`src/pkg/mmd_pkg.sv`:
```
// constants and carrier types for the memory map decode block
package mmd_pkg;
   localparam int PC_W = 10;
   localparam logic [9:0] MMD_RESET_VEC = 10'h3ff;
   localparam logic [9:0] MMD_HWI_VEC = 10'h008;
   localparam logic [9:0] MMD_SWI_VEC = 10'h002;
   localparam int STK_D = 5;
   localparam int PINS = 6;
   localparam int WDT_W = 8;
   // data map
   localparam logic [5:0] A_INDIRECT = 6'h00;
   localparam logic [5:0] A_TIMER = 6'h01;
   localparam logic [5:0] A_PCL = 6'h02;
   localparam logic [5:0] A_STATUS = 6'h03;
   localparam logic [5:0] A_POINTER = 6'h04;
   localparam logic [5:0] A_HOLE = 6'h05;
   localparam logic [5:0] A_PORT = 6'h06;
   localparam logic [5:0] A_BYTE7 = 6'h07;
   localparam logic [5:0] A_PWR = 6'h08;
   localparam logic [5:0] A_WAKE = 6'h09;
   localparam logic [5:0] A_PC_HIGH_BUFFER = 6'h0a;
   localparam logic [5:0] A_PDN = 6'h0b;
   localparam logic [5:0] A_ODR = 6'h0c;
   localparam logic [5:0] A_PUP = 6'h0d;
   localparam logic [5:0] A_IEN = 6'h0e;
   localparam logic [5:0] A_IFL = 6'h0f;
   localparam logic [5:0] A_GPR_LO = 6'h10;
   localparam logic [5:0] A_GPR_HI = 6'h3f;
   localparam logic [5:0] A_DIR_SEL = 6'h06;
   // fixed read patterns of unimplemented bits and the status write mask
   localparam logic [7:0] PTR_ONES = 8'hc0;
   localparam logic [7:0] PWR_ONES = 8'h1f;
   localparam logic [7:0] IEN_ONES = 8'h78;
   localparam logic [7:0] STATUS_WMASK = 8'h87;
   // reset values
   localparam logic [7:0] PWR_RST = 8'ha0;
   localparam logic [7:0] OPT_RST = 8'hff;
   localparam logic [5:0] DIR_RST = 6'h3f;
   localparam logic [7:0] STATUS_RST = 8'h18;
   // timer and ext edge option fields
   localparam int OPT_EDGE = 6;
   localparam int OPT_SRC = 5;
   localparam int OPT_SE = 4;
   localparam int OPT_PSA = 3;
   // other field positions
   localparam int PWR_WDE = 7;
   localparam int PWR_EIS = 6;
   localparam int IEN_GIE = 7;
   localparam int ST_RST = 7;
   localparam int ST_TO = 4;
   localparam int ST_PD = 3;
   localparam int FL_EXT = 2;
   localparam int FL_CHG = 1;
   localparam int FL_TOV = 0;
   // oscillator modes
   localparam logic [1:0] OSC_IRC = 2'h0;
   localparam logic [1:0] OSC_EXTERNAL_RES_OSC = 2'h1;

   typedef enum logic [1:0] {
      MMD_RUN = 2'b01,
      MMD_BUB = 2'b10
   } mmd_ex_t;

   typedef struct packed {
      logic go;
      logic call;
      logic ret;
      logic hw_irq;
      logic sw_irq;
      logic [9:0] target;
   } mmd_flow_t;

   typedef struct packed {
      logic rd;
      logic wr;
      logic [5:0] addr;
      logic [7:0] wdata;
   } mmd_dacc_t;
endpackage

```
`src/rtl/mmd_core_map.sv`:
```
// program counter, stack, data map, timer, port and wake logic of the core
// How it works
// - ten bit pc reaches all 1K words
// - reset loads pc with last address
// - hardware interrupt jumps to 0x008
// - software interrupt jumps to 0x002
// - jumps and calls carry full address
// - five deep return stack for calls
// - flow changes cost a second cycle
// - ram reached directly and through pointer
// - sfrs low, byte 0x07, ram 0x10-0x3f
// - unimplemented bits read fixed zero or one
// - option and direction loaded by instructions
// - pin 3 low resets, pull-up forced on only outside reset
// - pin 3 never drives high
// - pin 4 may output instruction clock
// - pin 5 clock input in external_res_osc mode
// - pin 2 may clock the timer
// - eight bit timer with prescaler
// - timer, ext pin, port change interrupts
// - ext pin or change wakes sleep
// - watchdog on own tick, enabled from reset, software can turn it off
// - each pin has own direction
// - pointer low six bits address data
// - pointer at port itself reads zero
`timescale 1ns/10ps
module mmd_core_map
   import mmd_pkg::*;
(
   // clock and reset
   input wire logic core_clk_i,
   input wire logic rst_i,
   // program flow from the core
   input wire mmd_flow_t flow_i,
   output logic [9:0] pc_o,
   output logic instr_valid_o,
   // data access from the core
   input wire mmd_dacc_t dacc_i,
   input wire logic flags_we_i,
   input wire logic [2:0] flags_i,
   output logic [7:0] rdata_o,
   // dedicated instructions
   input wire logic option_load_i,
   input wire logic dir_load_i,
   input wire logic [5:0] dir_sel_i,
   input wire logic sleep_i,
   input wire logic clrwdt_i,
   // configuration straps
   input wire logic [1:0] osc_mode_i,
   input wire logic pin3_is_reset_i,
   input wire logic pin4_clkout_en_i,
   // watchdog oscillator tick
   input wire logic wdt_tick_i,
   // port pins
   input wire logic [5:0] pin_in_i,
   output logic [5:0] pin_out_o,
   output logic [5:0] pin_oe_o,
   output logic [5:0] pull_up_o,
   output logic [5:0] pull_down_o,
   // events to the core
   output logic irq_req_o,
   output logic wake_o,
   output logic sleeping_o,
   output logic wdt_timeout_o
);
   // ------------ reset
   logic sys_rst;
   assign sys_rst = rst_i | (pin3_is_reset_i & ~pin_in_i[3]);

   function automatic logic [5:0] eff_addr(input logic [5:0] a,
                                           input logic [7:0] ptr);
      eff_addr = (a == A_INDIRECT) ? ptr[5:0] : a;
   endfunction

   // ------------ state
   logic [9:0] pc_r, pc_nxt;
   mmd_ex_t ex_r, ex_nxt;
   logic [9:0] stk_r [STK_D];
   logic [2:0] depth_r;
   logic [7:0] tmr_r, pre_r, opt_r, ptr_r, pwr_r, ien_r, status_r;
   logic [2:0] ifl_r;
   logic [1:0] pc_high_buffer_r;
   logic [5:0] latch_r, dir_r, wake_en_r, pdn_r, odr_r, pup_r;
   logic [7:0] byte7_r;
   logic [7:0] gpr_r [A_GPR_LO:A_GPR_HI];
   logic [7:0] rdata_r;
   logic [5:0] pin_prev_r;
   logic [5:0] pin_out_r, pin_oe_r, pull_up_r, pull_down_r;
   logic clk_tog_r, irq_r, wake_r, sleep_r;
   logic [WDT_W-1:0] wdt_r;
   logic wdt_to_r;

   // ------------ data decode
   logic [5:0] ea;
   logic wr_ok, rd_self;
   logic is_gpr;
   assign ea = eff_addr(dacc_i.addr, ptr_r);
   assign is_gpr = ea >= A_GPR_LO;
   // a write that points the pointer at the port itself stores nothing
   assign wr_ok = dacc_i.wr & (ea != A_INDIRECT) & (ex_r == MMD_RUN);
   assign rd_self = dacc_i.addr == A_INDIRECT && ea == A_INDIRECT;

   logic [7:0] rd_val;
   always_comb
   begin
      rd_val = 8'h00;
      if (is_gpr)
      begin
         rd_val = gpr_r[ea];
      end
      else
      begin
         unique case (ea)
            A_TIMER: rd_val = tmr_r;
            A_PCL: rd_val = pc_r[7:0];
            A_STATUS: rd_val = status_r & ~8'h60;
            A_POINTER: rd_val = ptr_r | PTR_ONES;
            A_PORT: rd_val = {2'b00, pin_in_i};
            A_BYTE7: rd_val = byte7_r;
            A_PWR: rd_val = pwr_r | PWR_ONES;
            A_WAKE: rd_val = {2'b00, wake_en_r};
            A_PC_HIGH_BUFFER: rd_val = {6'h00, pc_high_buffer_r};
            A_PDN: rd_val = {2'b00, pdn_r};
            A_ODR: rd_val = {2'b00, odr_r};
            A_PUP: rd_val = {2'b00, pup_r};
            A_IEN: rd_val = ien_r | IEN_ONES;
            A_IFL: rd_val = {5'h00, ifl_r};
            default: rd_val = 8'h00;
         endcase
      end
   end

   logic wsel_pcl;
   assign wsel_pcl = wr_ok && ea == A_PCL;

   // ------------ program flow
   logic flow_chg, push;
   assign flow_chg = (ex_r == MMD_RUN) & (flow_i.go | flow_i.call |
                     flow_i.ret | flow_i.hw_irq | flow_i.sw_irq | wsel_pcl);
   assign push = (ex_r == MMD_RUN) &
                 (flow_i.call | flow_i.hw_irq | flow_i.sw_irq);

   always_comb
   begin
      pc_nxt = pc_r + 10'd1;
      ex_nxt = MMD_RUN;
      if (flow_chg)
      begin
         ex_nxt = MMD_BUB;
         if (flow_i.hw_irq)
            pc_nxt = MMD_HWI_VEC;
         else if (flow_i.sw_irq)
            pc_nxt = MMD_SWI_VEC;
         else if (flow_i.ret)
            pc_nxt = stk_r[0];
         else if (wsel_pcl)
            pc_nxt = {pc_high_buffer_r, dacc_i.wdata};
         else
            pc_nxt = flow_i.target;
      end
   end

   always_ff @(posedge core_clk_i)
   begin
      if (sys_rst)
      begin
         pc_r <= MMD_RESET_VEC;
         ex_r <= MMD_RUN;
         depth_r <= 3'd0;
      end
      else
      begin
         pc_r <= pc_nxt;
         ex_r <= ex_nxt;
         if (push && depth_r != 3'(STK_D))
            depth_r <= depth_r + 3'd1;
         else if (flow_chg && flow_i.ret && depth_r != 3'd0)
            depth_r <= depth_r - 3'd1;
      end
   end

   // the stack shifts; overflow silently drops the oldest entry
   always_ff @(posedge core_clk_i)
   begin
      if (push)
      begin
         stk_r[0] <= pc_r;
         for (int i = 1; i < STK_D; i++)
            stk_r[i] <= stk_r[i-1];
      end
      else if (flow_chg && flow_i.ret)
      begin
         for (int i = 0; i < STK_D-1; i++)
            stk_r[i] <= stk_r[i+1];
      end
   end

   // ------------ timer and prescaler
   logic pin2_edge, src_tick, pre_hit, tmr_tick, tmr_wr, tmr_ovf;
   logic [7:0] pre_mask;
   assign pin2_edge = opt_r[OPT_SE] ? (pin_prev_r[2] & ~pin_in_i[2])
                                   : (~pin_prev_r[2] & pin_in_i[2]);
   assign src_tick = opt_r[OPT_SRC] ? pin2_edge : 1'b1;
   assign pre_mask = 8'((9'h2 << opt_r[2:0]) - 9'h1);
   assign pre_hit = (pre_r & pre_mask) == pre_mask;
   assign tmr_tick = src_tick & (opt_r[OPT_PSA] | pre_hit);
   assign tmr_wr = wr_ok && ea == A_TIMER;
   assign tmr_ovf = tmr_tick & ~tmr_wr & (tmr_r == 8'hff);

   always_ff @(posedge core_clk_i)
   begin
      if (sys_rst)
      begin
         tmr_r <= 8'h00;
         pre_r <= 8'h00;
         opt_r <= OPT_RST;
      end
      else
      begin
         if (option_load_i)
            opt_r <= dacc_i.wdata;
         if (tmr_wr)
         begin
            tmr_r <= dacc_i.wdata;
            pre_r <= 8'h00;
         end
         else
         begin
            if (tmr_tick)
               tmr_r <= tmr_r + 8'd1;
            if (src_tick && !opt_r[OPT_PSA])
               pre_r <= pre_hit ? 8'h00 : pre_r + 8'd1;
         end
      end
   end

   // ------------ interrupt and wake events
   logic eis, ext_edge, chg_evt, ext_evt;
   logic [5:0] chg_mask;
   logic [2:0] ifl_set, ifl_base;
   assign eis = pwr_r[PWR_EIS];
   assign ext_edge = opt_r[OPT_EDGE] ? (~pin_prev_r[0] & pin_in_i[0])
                                    : (pin_prev_r[0] & ~pin_in_i[0]);
   assign ext_evt = eis & ext_edge;
   // with the ext function on pin 0 its change path is masked
   assign chg_mask = wake_en_r & {5'h1f, ~eis};
   assign chg_evt = |((pin_prev_r ^ pin_in_i) & chg_mask);
   assign ifl_set = {ext_evt, chg_evt, tmr_ovf};
   assign ifl_base = (wr_ok && ea == A_IFL) ? dacc_i.wdata[2:0] : ifl_r;

   always_ff @(posedge core_clk_i)
   begin
      if (sys_rst)
      begin
         ifl_r <= 3'h0;
         irq_r <= 1'b0;
         sleep_r <= 1'b0;
         wake_r <= 1'b0;
      end
      else
      begin
         ifl_r <= ifl_base | ifl_set;
         irq_r <= ien_r[IEN_GIE] & |(ifl_r & ien_r[2:0]);
         wake_r <= sleep_r & (ext_evt | chg_evt);
         if (sleep_r && (ext_evt || chg_evt))
            sleep_r <= 1'b0;
         else if (sleep_i)
            sleep_r <= 1'b1;
      end
   end

   // ------------ watchdog
   always_ff @(posedge core_clk_i)
   begin
      if (sys_rst)
      begin
         wdt_r <= '0;
         wdt_to_r <= 1'b0;
      end
      else
      begin
         wdt_to_r <= 1'b0;
         if (clrwdt_i || sleep_i || !pwr_r[PWR_WDE])
            wdt_r <= '0;
         else if (wdt_tick_i)
         begin
            wdt_r <= wdt_r + WDT_W'(1);
            wdt_to_r <= &wdt_r;
         end
      end
   end

   // ------------ register file writes
   always_ff @(posedge core_clk_i)
   begin
      if (sys_rst)
      begin
         ptr_r <= 8'h00;
         pwr_r <= PWR_RST;
         ien_r <= 8'h00;
         pc_high_buffer_r <= 2'b00;
         latch_r <= 6'h00;
         dir_r <= DIR_RST;
         wake_en_r <= 6'h00;
         pdn_r <= 6'h3f;
         odr_r <= 6'h00;
         pup_r <= 6'h3f;
         byte7_r <= 8'h00;
      end
      else
      begin
         if (dir_load_i && dir_sel_i == A_DIR_SEL)
            dir_r <= dacc_i.wdata[5:0];
         if (wr_ok)
         begin
            unique case (ea)
               A_POINTER: ptr_r <= dacc_i.wdata;
               A_PORT: latch_r <= dacc_i.wdata[5:0];
               A_BYTE7: byte7_r <= dacc_i.wdata;
               A_PWR: pwr_r <= dacc_i.wdata & ~PWR_ONES;
               A_WAKE: wake_en_r <= dacc_i.wdata[5:0];
               A_PC_HIGH_BUFFER: pc_high_buffer_r <= dacc_i.wdata[1:0];
               A_PDN: pdn_r <= dacc_i.wdata[5:0];
               A_ODR: odr_r <= dacc_i.wdata[5:0];
               A_PUP: pup_r <= dacc_i.wdata[5:0];
               A_IEN: ien_r <= dacc_i.wdata & ~IEN_ONES;
               default: ;
            endcase
         end
      end
   end

   always_ff @(posedge core_clk_i)
   begin
      if (wr_ok && is_gpr)
         gpr_r[ea] <= dacc_i.wdata;
   end

   // status: alu flags win over a software write
   always_ff @(posedge core_clk_i)
   begin
      if (sys_rst)
         status_r <= STATUS_RST;
      else
      begin
         if (wr_ok && ea == A_STATUS)
            status_r <= (status_r & ~STATUS_WMASK) |
                        (dacc_i.wdata & STATUS_WMASK);
         if (flags_we_i)
            status_r[2:0] <= flags_i;
         if (sleep_r && chg_evt)
            status_r[ST_RST] <= 1'b1;
         if (clrwdt_i)
         begin
            status_r[ST_TO] <= 1'b1;
            status_r[ST_PD] <= 1'b1;
         end
         else if (sleep_i)
         begin
            status_r[ST_TO] <= 1'b1;
            status_r[ST_PD] <= 1'b0;
         end
         if (wdt_to_r)
            status_r[ST_TO] <= 1'b0;
      end
   end

   // ------------ read data
   always_ff @(posedge core_clk_i)
   begin
      if (sys_rst)
         rdata_r <= 8'h00;
      else if (dacc_i.rd)
         rdata_r <= rd_self ? 8'h00 : rd_val;
   end

   // ------------ pins
   logic [5:0] drive, oe_nxt, out_nxt, pu_nxt;
   logic clk_out_on, external_res_osc;
   assign external_res_osc = osc_mode_i == OSC_EXTERNAL_RES_OSC;
   assign clk_out_on = pin4_clkout_en_i &
                       (osc_mode_i == OSC_IRC || external_res_osc);
   // open drain pins only pull low; pin 3 is always open drain
   assign drive = ~dir_r & ~((odr_r | 6'h08) & latch_r);
   always_comb
   begin
      oe_nxt = drive;
      out_nxt = latch_r & ~6'h08;
      pu_nxt = ~pup_r;
      if (pin3_is_reset_i)
      begin
         oe_nxt[3] = 1'b0;
         pu_nxt[3] = 1'b1;
      end
      if (clk_out_on)
      begin
         oe_nxt[4] = 1'b1;
         out_nxt[4] = clk_tog_r;
      end
      if (external_res_osc)
         oe_nxt[5] = 1'b0;
   end

   always_ff @(posedge core_clk_i)
   begin
      if (sys_rst)
      begin
         // seeded with the live pins so release shows no false edge
         pin_prev_r <= pin_in_i;
         pin_out_r <= 6'h00;
         pin_oe_r <= 6'h00;
         pull_up_r <= 6'h00;
         pull_down_r <= 6'h00;
         clk_tog_r <= 1'b0;
      end
      else
      begin
         pin_prev_r <= pin_in_i;
         pin_out_r <= out_nxt;
         pin_oe_r <= oe_nxt;
         pull_up_r <= pu_nxt;
         pull_down_r <= ~pdn_r & 6'h07;
         clk_tog_r <= ~clk_tog_r;
      end
   end

   assign pc_o = pc_r;
   assign instr_valid_o = ex_r == MMD_RUN;
   assign rdata_o = rdata_r;
   assign pin_out_o = pin_out_r;
   assign pin_oe_o = pin_oe_r;
   assign pull_up_o = pull_up_r;
   assign pull_down_o = pull_down_r;
   assign irq_req_o = irq_r;
   assign wake_o = wake_r;
   assign sleeping_o = sleep_r;
   assign wdt_timeout_o = wdt_to_r;
endmodule

```
`config.mk`:
```
export PLATFORM = sky130hd
export DESIGN_NAME = mmd_core_map
export DESIGN_NICKNAME = d
export VERILOG_FILES = /design/src/pkg/mmd_pkg.sv /design/src/rtl/mmd_core_map.sv
export SDC_FILE = /design/constraint.sdc
export NUM_CORES = 1
export LEC_CHECK = 0
export ABC_AREA = 1
export BUFFER_PORTS_ARGS = -buffer_cell sky130_fd_sc_hd__buf_2
export CAP_MARGIN = 25
export CORE_UTILIZATION = 50
export CTS_BUF_LIST = sky130_fd_sc_hd__clkbuf_4
export CTS_CLUSTER_DIAMETER = 200
export DETAILED_ROUTE_END_ITERATION = 8
export PLACE_DENSITY = 0.69
export SLEW_MARGIN = 0
export SYNTH_ARGS = -nofsm -noshare
export SYNTH_HDL_FRONTEND = slang
export SYNTH_SLANG_ARGS = --single-unit
```
`constraint.sdc`:
```
create_clock -name core_clk_i -period 3.78 [get_ports core_clk_i]
set_clock_uncertainty 0.05 [all_clocks]
set_input_delay 0.756 -clock core_clk_i [delete_from_list [all_inputs] [get_ports core_clk_i]]
set_output_delay 0.756 -clock core_clk_i [all_outputs]
set_load 0.02 [all_outputs]
```
# [Word level (Yosys, flattened, before mapping)]
# Memories as Yosys holds them, arrays and structs flattened.
# Index checks and enable logic that the tools add are counted.
[word_totals] register_bits=156 latch_bits=0 mem_bits_rw=434 mem_bits_ro=0 output_inout_bits=47 mem_count=2
[memory_table] memory="gpr_r" depth=48 word_bits=8 rd=1 rd_ports_with_merged_regs=0 write_ports=1 line_no="mmd_core_map.sv:85" rtl="logic [7:0] gpr_r [A_GPR_LO:A_GPR_HI];"
[memory_table] memory="stk_r" depth=5 word_bits=10 rd=5 rd_ports_with_merged_regs=0 write_ports=5 line_no="mmd_core_map.sv:78" rtl="logic [9:0] stk_r [STK_D];"
[op_classes] n_addsub=5 multipliers=0 div_mod_pow=0 magnitude_cmp=1 n_eq_ne=19 n_shift=1 n_mux=37 bitwise_logic=52 reduce_logical=46
[op_table] operator="8-bit one-hot mux with 14 select lines" n=1
[op_table] operator="10-bit 2-to-1 mux" n=9
[op_table] operator="6-bit by 4-bit == test with 1-bit output, second input constant" n=8
[op_table] operator="8-bit 2-to-1 mux" n=6
[op_table] operator="8-bit by 1-bit adder with 8-bit output, second input constant" n=3
[op_table] operator="6-bit AND" n=4
[op_table] operator="6-bit by 3-bit == test with 1-bit output, second input constant" n=4
[op_table] operator="2-bit AND reduction" n=10
[op_table] operator="6-bit NOT" n=3
[op_table] operator="1-bit AND" n=16
[op_table] operator="1-bit 2-to-1 mux" n=15
[op_table] operator="1-bit OR" n=14
[op_table] operator="6-bit by 2-bit == test with 1-bit output, second input constant" n=2
[op_table] operator="6-bit zero test" n=2
[op_table] operator="2-bit OR reduction" n=6
[op_table] operator="1-bit logical AND" n=11
[op_table] operator="10-bit by 1-bit adder with 10-bit output, second input constant" n=1
[op_table] operator="1-bit NOT" n=9
[op_table] operator="8-bit AND" n=1
[op_table] operator="8-bit == test" n=1
[op_table] operator="8-bit == test, second input constant" n=1
[op_table] operator="7-bit by 8-bit OR with 8-bit output" n=1
[op_table] operator="8-bit AND reduction" n=1
[op_table] operator="2-bit nonzero test" n=4
[op_table] operator="19 further kinds" n=28

# [Depth between registers and ports, before layout]
[depth] word_depth=13 mapped_depth=19 mapped_depth_nobuf=18

# [Least setup slack after synthesis]
# OpenSTA, ideal clock, no wires.
[synth_timing] path_type="input -> register" startpoint="input flow_i[12] (netlist bit)" endpoint="memory stk_r[0][0], enable pin" setup_ps=451 arrival_ps=3148 required_time_ps=3279 slack_ps=132 stages=3 n_path_buf=1 cell_sequence="clkinv_1 clkbuf_1 a21oi_1"
[synth_lines] element="start, declared" line_no="mmd_core_map.sv:34" rtl="input wire mmd_flow_t flow_i,"
[synth_lines] element="end, declared" line_no="mmd_core_map.sv:78"

# [Worst setup path in the final report]
[layout_timing] startpoint="register ptr_r[0]" endpoint="register status_r[2]"
[layout_via] elab_chain_cells=6 elab_cells_between_ends=7
[layout_rtl] element="start, declared" line_no="mmd_core_map.sv:80" rtl="logic [7:0] tmr_r, pre_r, opt_r, ptr_r, pwr_r, ien_r, status_r;"
[layout_rtl] element="start signal, assigned" line_no="mmd_core_map.sv:317" rtl="A_POINTER: ptr_r <= dacc_i.wdata;"
[layout_rtl] element="6-bit 2-to-1 mux (*)" line_no="mmd_core_map.sv:72" rtl="eff_addr = (a == A_INDIRECT) ? ptr[5:0] : a;"
[layout_rtl] element="6-bit nonzero test" line_no="mmd_core_map.sv:100" rtl="assign wr_ok = dacc_i.wr & (ea != A_INDIRECT) & (ex_r == MMD_RUN);"
[layout_rtl] element="1-bit AND (2 in series)" line_no="mmd_core_map.sv:100"
[layout_rtl] element="1-bit logical AND (*)" line_no="mmd_core_map.sv:346" rtl="if (wr_ok && ea == A_STATUS)"
[layout_rtl] element="2-bit nonzero test (no line) (*)"
[layout_rtl] element="end signal, assigned" line_no="mmd_core_map.sv:347" rtl="status_r <= (status_r & ~STATUS_WMASK) |"
[layout_rtl] element="end signal, assigned" line_no="mmd_core_map.sv:350" rtl="status_r[2:0] <= flags_i;"
[layout_rtl] element="end, declared" line_no="mmd_core_map.sv:80"
# Every way passes the cells marked *; elsewhere a longest branch is shown, timed or not.
# A chain may end at the register's enable or synchronous reset.

==> results.txt <==
* Outcome: completed
* Largest vdd supply drop: roughly 0.21 mV
- In this run, CTS created clock tree buffers numbering 151.
- The detail route stage leaves a number of antenna-violating nets equal to 0.
- During I/O placement, the number of pins put on the boundary was 105.
* Required time at the worst-slack endpoint: roughly 4.7 ns
* Layout overhead on the synthesized area: 15.9%
- Leak: around 12 nW
- Max-cap violations in this run came to 0.
- Antenna violations before repair: 2
- Unrepaired setup endpoints after global routing: no
- The final route contains roughly 20000 vias.
- # DRC: 0
- In the final routed layout, each cell accounts on average for roughly 20 um.
- Cells taking the most area after synthesis: edfxtp_1 (53%), dfxtp_1 (12%), nand2_1 (9.4%), nor2_1 (7.4%), inv_1 (3.4%)
* Post-synthesis instance total: 2579
* Count of cells resized by post-cts repair: 0
- Fin Setup TNS: 0 ns
- Count leader, synth: nand2_1
- CTS root buf: clkbuf_4
- Routability-driven placement finished with a final weighted congestion of roughly 0.97.
- Worst Tran Pin Value: between 0.9 and 1 ns
- Yosys mapped a number of flops with a built-in enable equal to about 430.
- Netlist Area Pre-Place: roughly 0.025 sq mm
- The total area inside the core boundary comes to approximately 0.049 sq mm.
- Walking the worst path, the cells encountered are inv_1 -> nand4_1 -> nand2_2 -> buf_4 -> nor2_4 -> buf_4 -> nand3_1 -> or2_2 -> nand2_1 -> o21ai_0 -> a31oi_1 -> dlygate4sd3_1.
- Iter 0 DRT Violations: between 2000 and 2500
- Data on the critical path arrives at its endpoint at between 3 and 4 ns.
- The clock tree synthesis step divided the H-tree into 4 levels.
- For this run the aggregate overflow at the end of global routing stands at 0.
* Via-to-Cell Ratio: 5.40
- Entering global routing, the biggest net connects between 80 and 90 pins.
* Setup repair bufs after CTS: 0
- Counting stages on the worst path, the most repeated cell is buf_4.
* Synth warnings: 0
* Mean area per synthesized cell: just under 10 sq um
- Of all cell types, the one taking the most synthesized area is edfxtp_1.
- Global-route wire length before repair: 110000 um
- The clock net in this run drives a total of approximately 580 sinks.
* Die extent in y: around 220 um
- The count of buffers added on input and output ports is 100.
- Clock latency on the worst-skew pair, taken at its later pin, is 1.00 ns.
* Class of the most critical setup path: reg2reg
- Final number of setup-violating endpoints: 0
- The slowest stage of the critical path belongs to the cell dlygate4sd3_1.
- Clock transition time at the flip-flop clock pins of the worst setup and hold paths: around 0.070 ns
- Highest Clock Rate: between 0.3 and 0.4 GHz
* Share of layout cells above drive strength 1: 17.3%
* Die area: between 0.05 and 0.06 sq mm
- Top cells by count, synth: nand2_1 (618), nor2_1 (489), edfxtp_1 (434), inv_1 (222), o21ai_0 (157)
- Die Span X: approximately 220 um
* Unique masters post-synth: 51
- Tmin final: approximately 3 ns
* Largest stage delay, worst path: ~0.57 ns
* Detailed-routing iteration count for the pre-antenna-repair pass: 6
- Global router's overall resource usage: between 20 and 30%
- The final layout contains routed wiring with a total length of approximately 73000 um.
- Portion of synthesized cell area occupied by the leading cell type: a little over half
- The final max-slew violation count was 0.
- Final hold violation count: 0
- Measured against its own limit, the worst slew margin works out to 36.3%.
- The clock passes through at most 3 buffers.
* Sequential fraction of the synthesis area: ~65%
* Startpoint Class: register
* Power per standard cell area: 474 mW/mm^2
- Fin nets: 2937
* TritonCTS clock tree: done
* Largest fanout of any net on the critical path: 22
* Share of the cycle needed by the critical path after routing: about four fifths
* Post-layout power: roughly 14 mW
- Flops & latches, synth: between 500 and 600
- The HPWL after detailed placement is 47600 um.
- After synthesis, the share of flip-flops with an asynchronous set or reset is 0%.
- Critical Path Sink Type: register
- Vias in the first global route: around 19000
* Standard-cell row count: between 80 and 90
- For this run, the leading register cell type out of synthesis is edfxtp_1.
* Class of the tightest hold or removal check: in2reg
- Initial core utilization: 50.7%
[registers in the layout (all words and copies together) (netlist names), 5 cells and up]
signal	count
latch_r	6
opt_r	7
ptr_r	6
pin_out_o	5
pc_o	10
rdata_o	8
byte7_r	8
status_r	6
tmr_r	8
pin_oe_o	6
odr_r	6
wdt_r	8
pdn_r	6
pre_r	8
pup_r	6
stk_r	50
gpr_r	384
pull_up_o	6
dir_r	6
pin_prev_r	6
wake_en_r	6
[area by class of cell]
cell class              instances  area, sq um
clock inverters                42          219
flip-flops and latches        584        16000
diodes                          1         2.50
well taps                     664          831
fillers                      4236        20200
clock buffers                 221         1660
multi-input cells            1670         7490
repair buffers                232         1640
inverters                     232          871
[through the flow]
| step | hold slack, ns | cell area [sq um] | instances | setup WS [ns] | utilization, % |
|---|---|---|---|---|---|
| finish | 0.102 | 28700 | 3646 | 0.786 | 58.7 |
| global route | 0.0980 | 28700 | 3646 | 0.638 | 58.7 |
| CTS | 0.00102 | 28700 | 3645 | 0.850 | 58.7 |
| detailed placement | 0.355 | 26600 | 3359 | 0.248 | 54.4 |
| global placement | 0.345 | 26600 | 3359 | 0.265 | 54.4 |
| floorplan | 0.337 | 24800 | 2582 | 0.132 | - |
[cells by family after synthesis]
logic type | Yosys count | synth area share [%]
flops | 584 | 64.7
xor+xnor | 15 | 0.530
other cells | 1 | 0.0151
buf+inv | 328 | 5.34
simple gates | 1315 | 21.6
fa+ha+maj | 8 | 0.404
compound gates | 327 | 7.37
mux | 1 | 0.0404
[layer usage]
metal | part of all wire [%] | wire length [um] | vias up | GRT usage [%]
li1 | - | - | 9183 | -
met1 | 42 | 30600 | 9380 | 40.8
met2 | 46 | 33400 | 994 | 45.3
met3 | 9.7 | 7070 | 123 | 6.10
met4 | 2.6 | 1910 | 0 | 12.3
met5 | 0 | 0 | - | 0
[timing repair]
item,in CTS,in global routing
hold buffers,23,0
endpoints found under the hold margin,23,0
setup endpoints to repair,0,0
[placed cells by master (no fill, tap or decap), types with 6 or more instances in the layout]
master,count
nand2_1,617
nor2_1,489
edfxtp_1,434
inv_1,222
clkbuf_4,221
o21ai_0,157
dfxtp_1,150
nand3_1,102
buf_4,102
buf_2,100
a21oi_1,93
o211ai_1,37
clkinv_1,31
or2_2,26
dlygate4sd3_1,23
nand4_1,19
inv_2,14
nor2_2,12
nand2_2,12
nor3_1,12
xor2_1,12
o21ai_1,8
ha_1,8
buf_12,7
nor2_4,6
a211oi_1,6
or2_0,6
[where the power goes]
part           internal (mW)  switching (mW)
combinational          0.316           0.831
clock                   2.81            2.53
sequential              7.05          0.0858
[worst max-delay path: cells and delay by family (launching register included)]
kind / cells / cell delay (ns)
buf+inv: 4 / 1.14
flops: 1 / 0.41
compound gates: 2 / 0.28
simple gates: 6 / 1.09
[worst paths after layout]
kind	from	end	slack, ns	cells after the start
worst max-delay path	ptr_r[0]$_SDFFE_PP0P_	status_r[2]$_SDFFE_PP0P_	0.79	12
worst min-delay path	pin4_clkout_en_i	pin_out_o[4]$_SDFF_PP0_	0.10	5
worst max register to register	ptr_r[0]$_SDFFE_PP0P_	status_r[2]$_SDFFE_PP0P_	0.79	12
worst min register to register	dir_r[3]$_SDFFE_PP1P_	pin_oe_o[3]$_SDFF_PP0_	0.36	1
(Power assumes the default switching activity.)
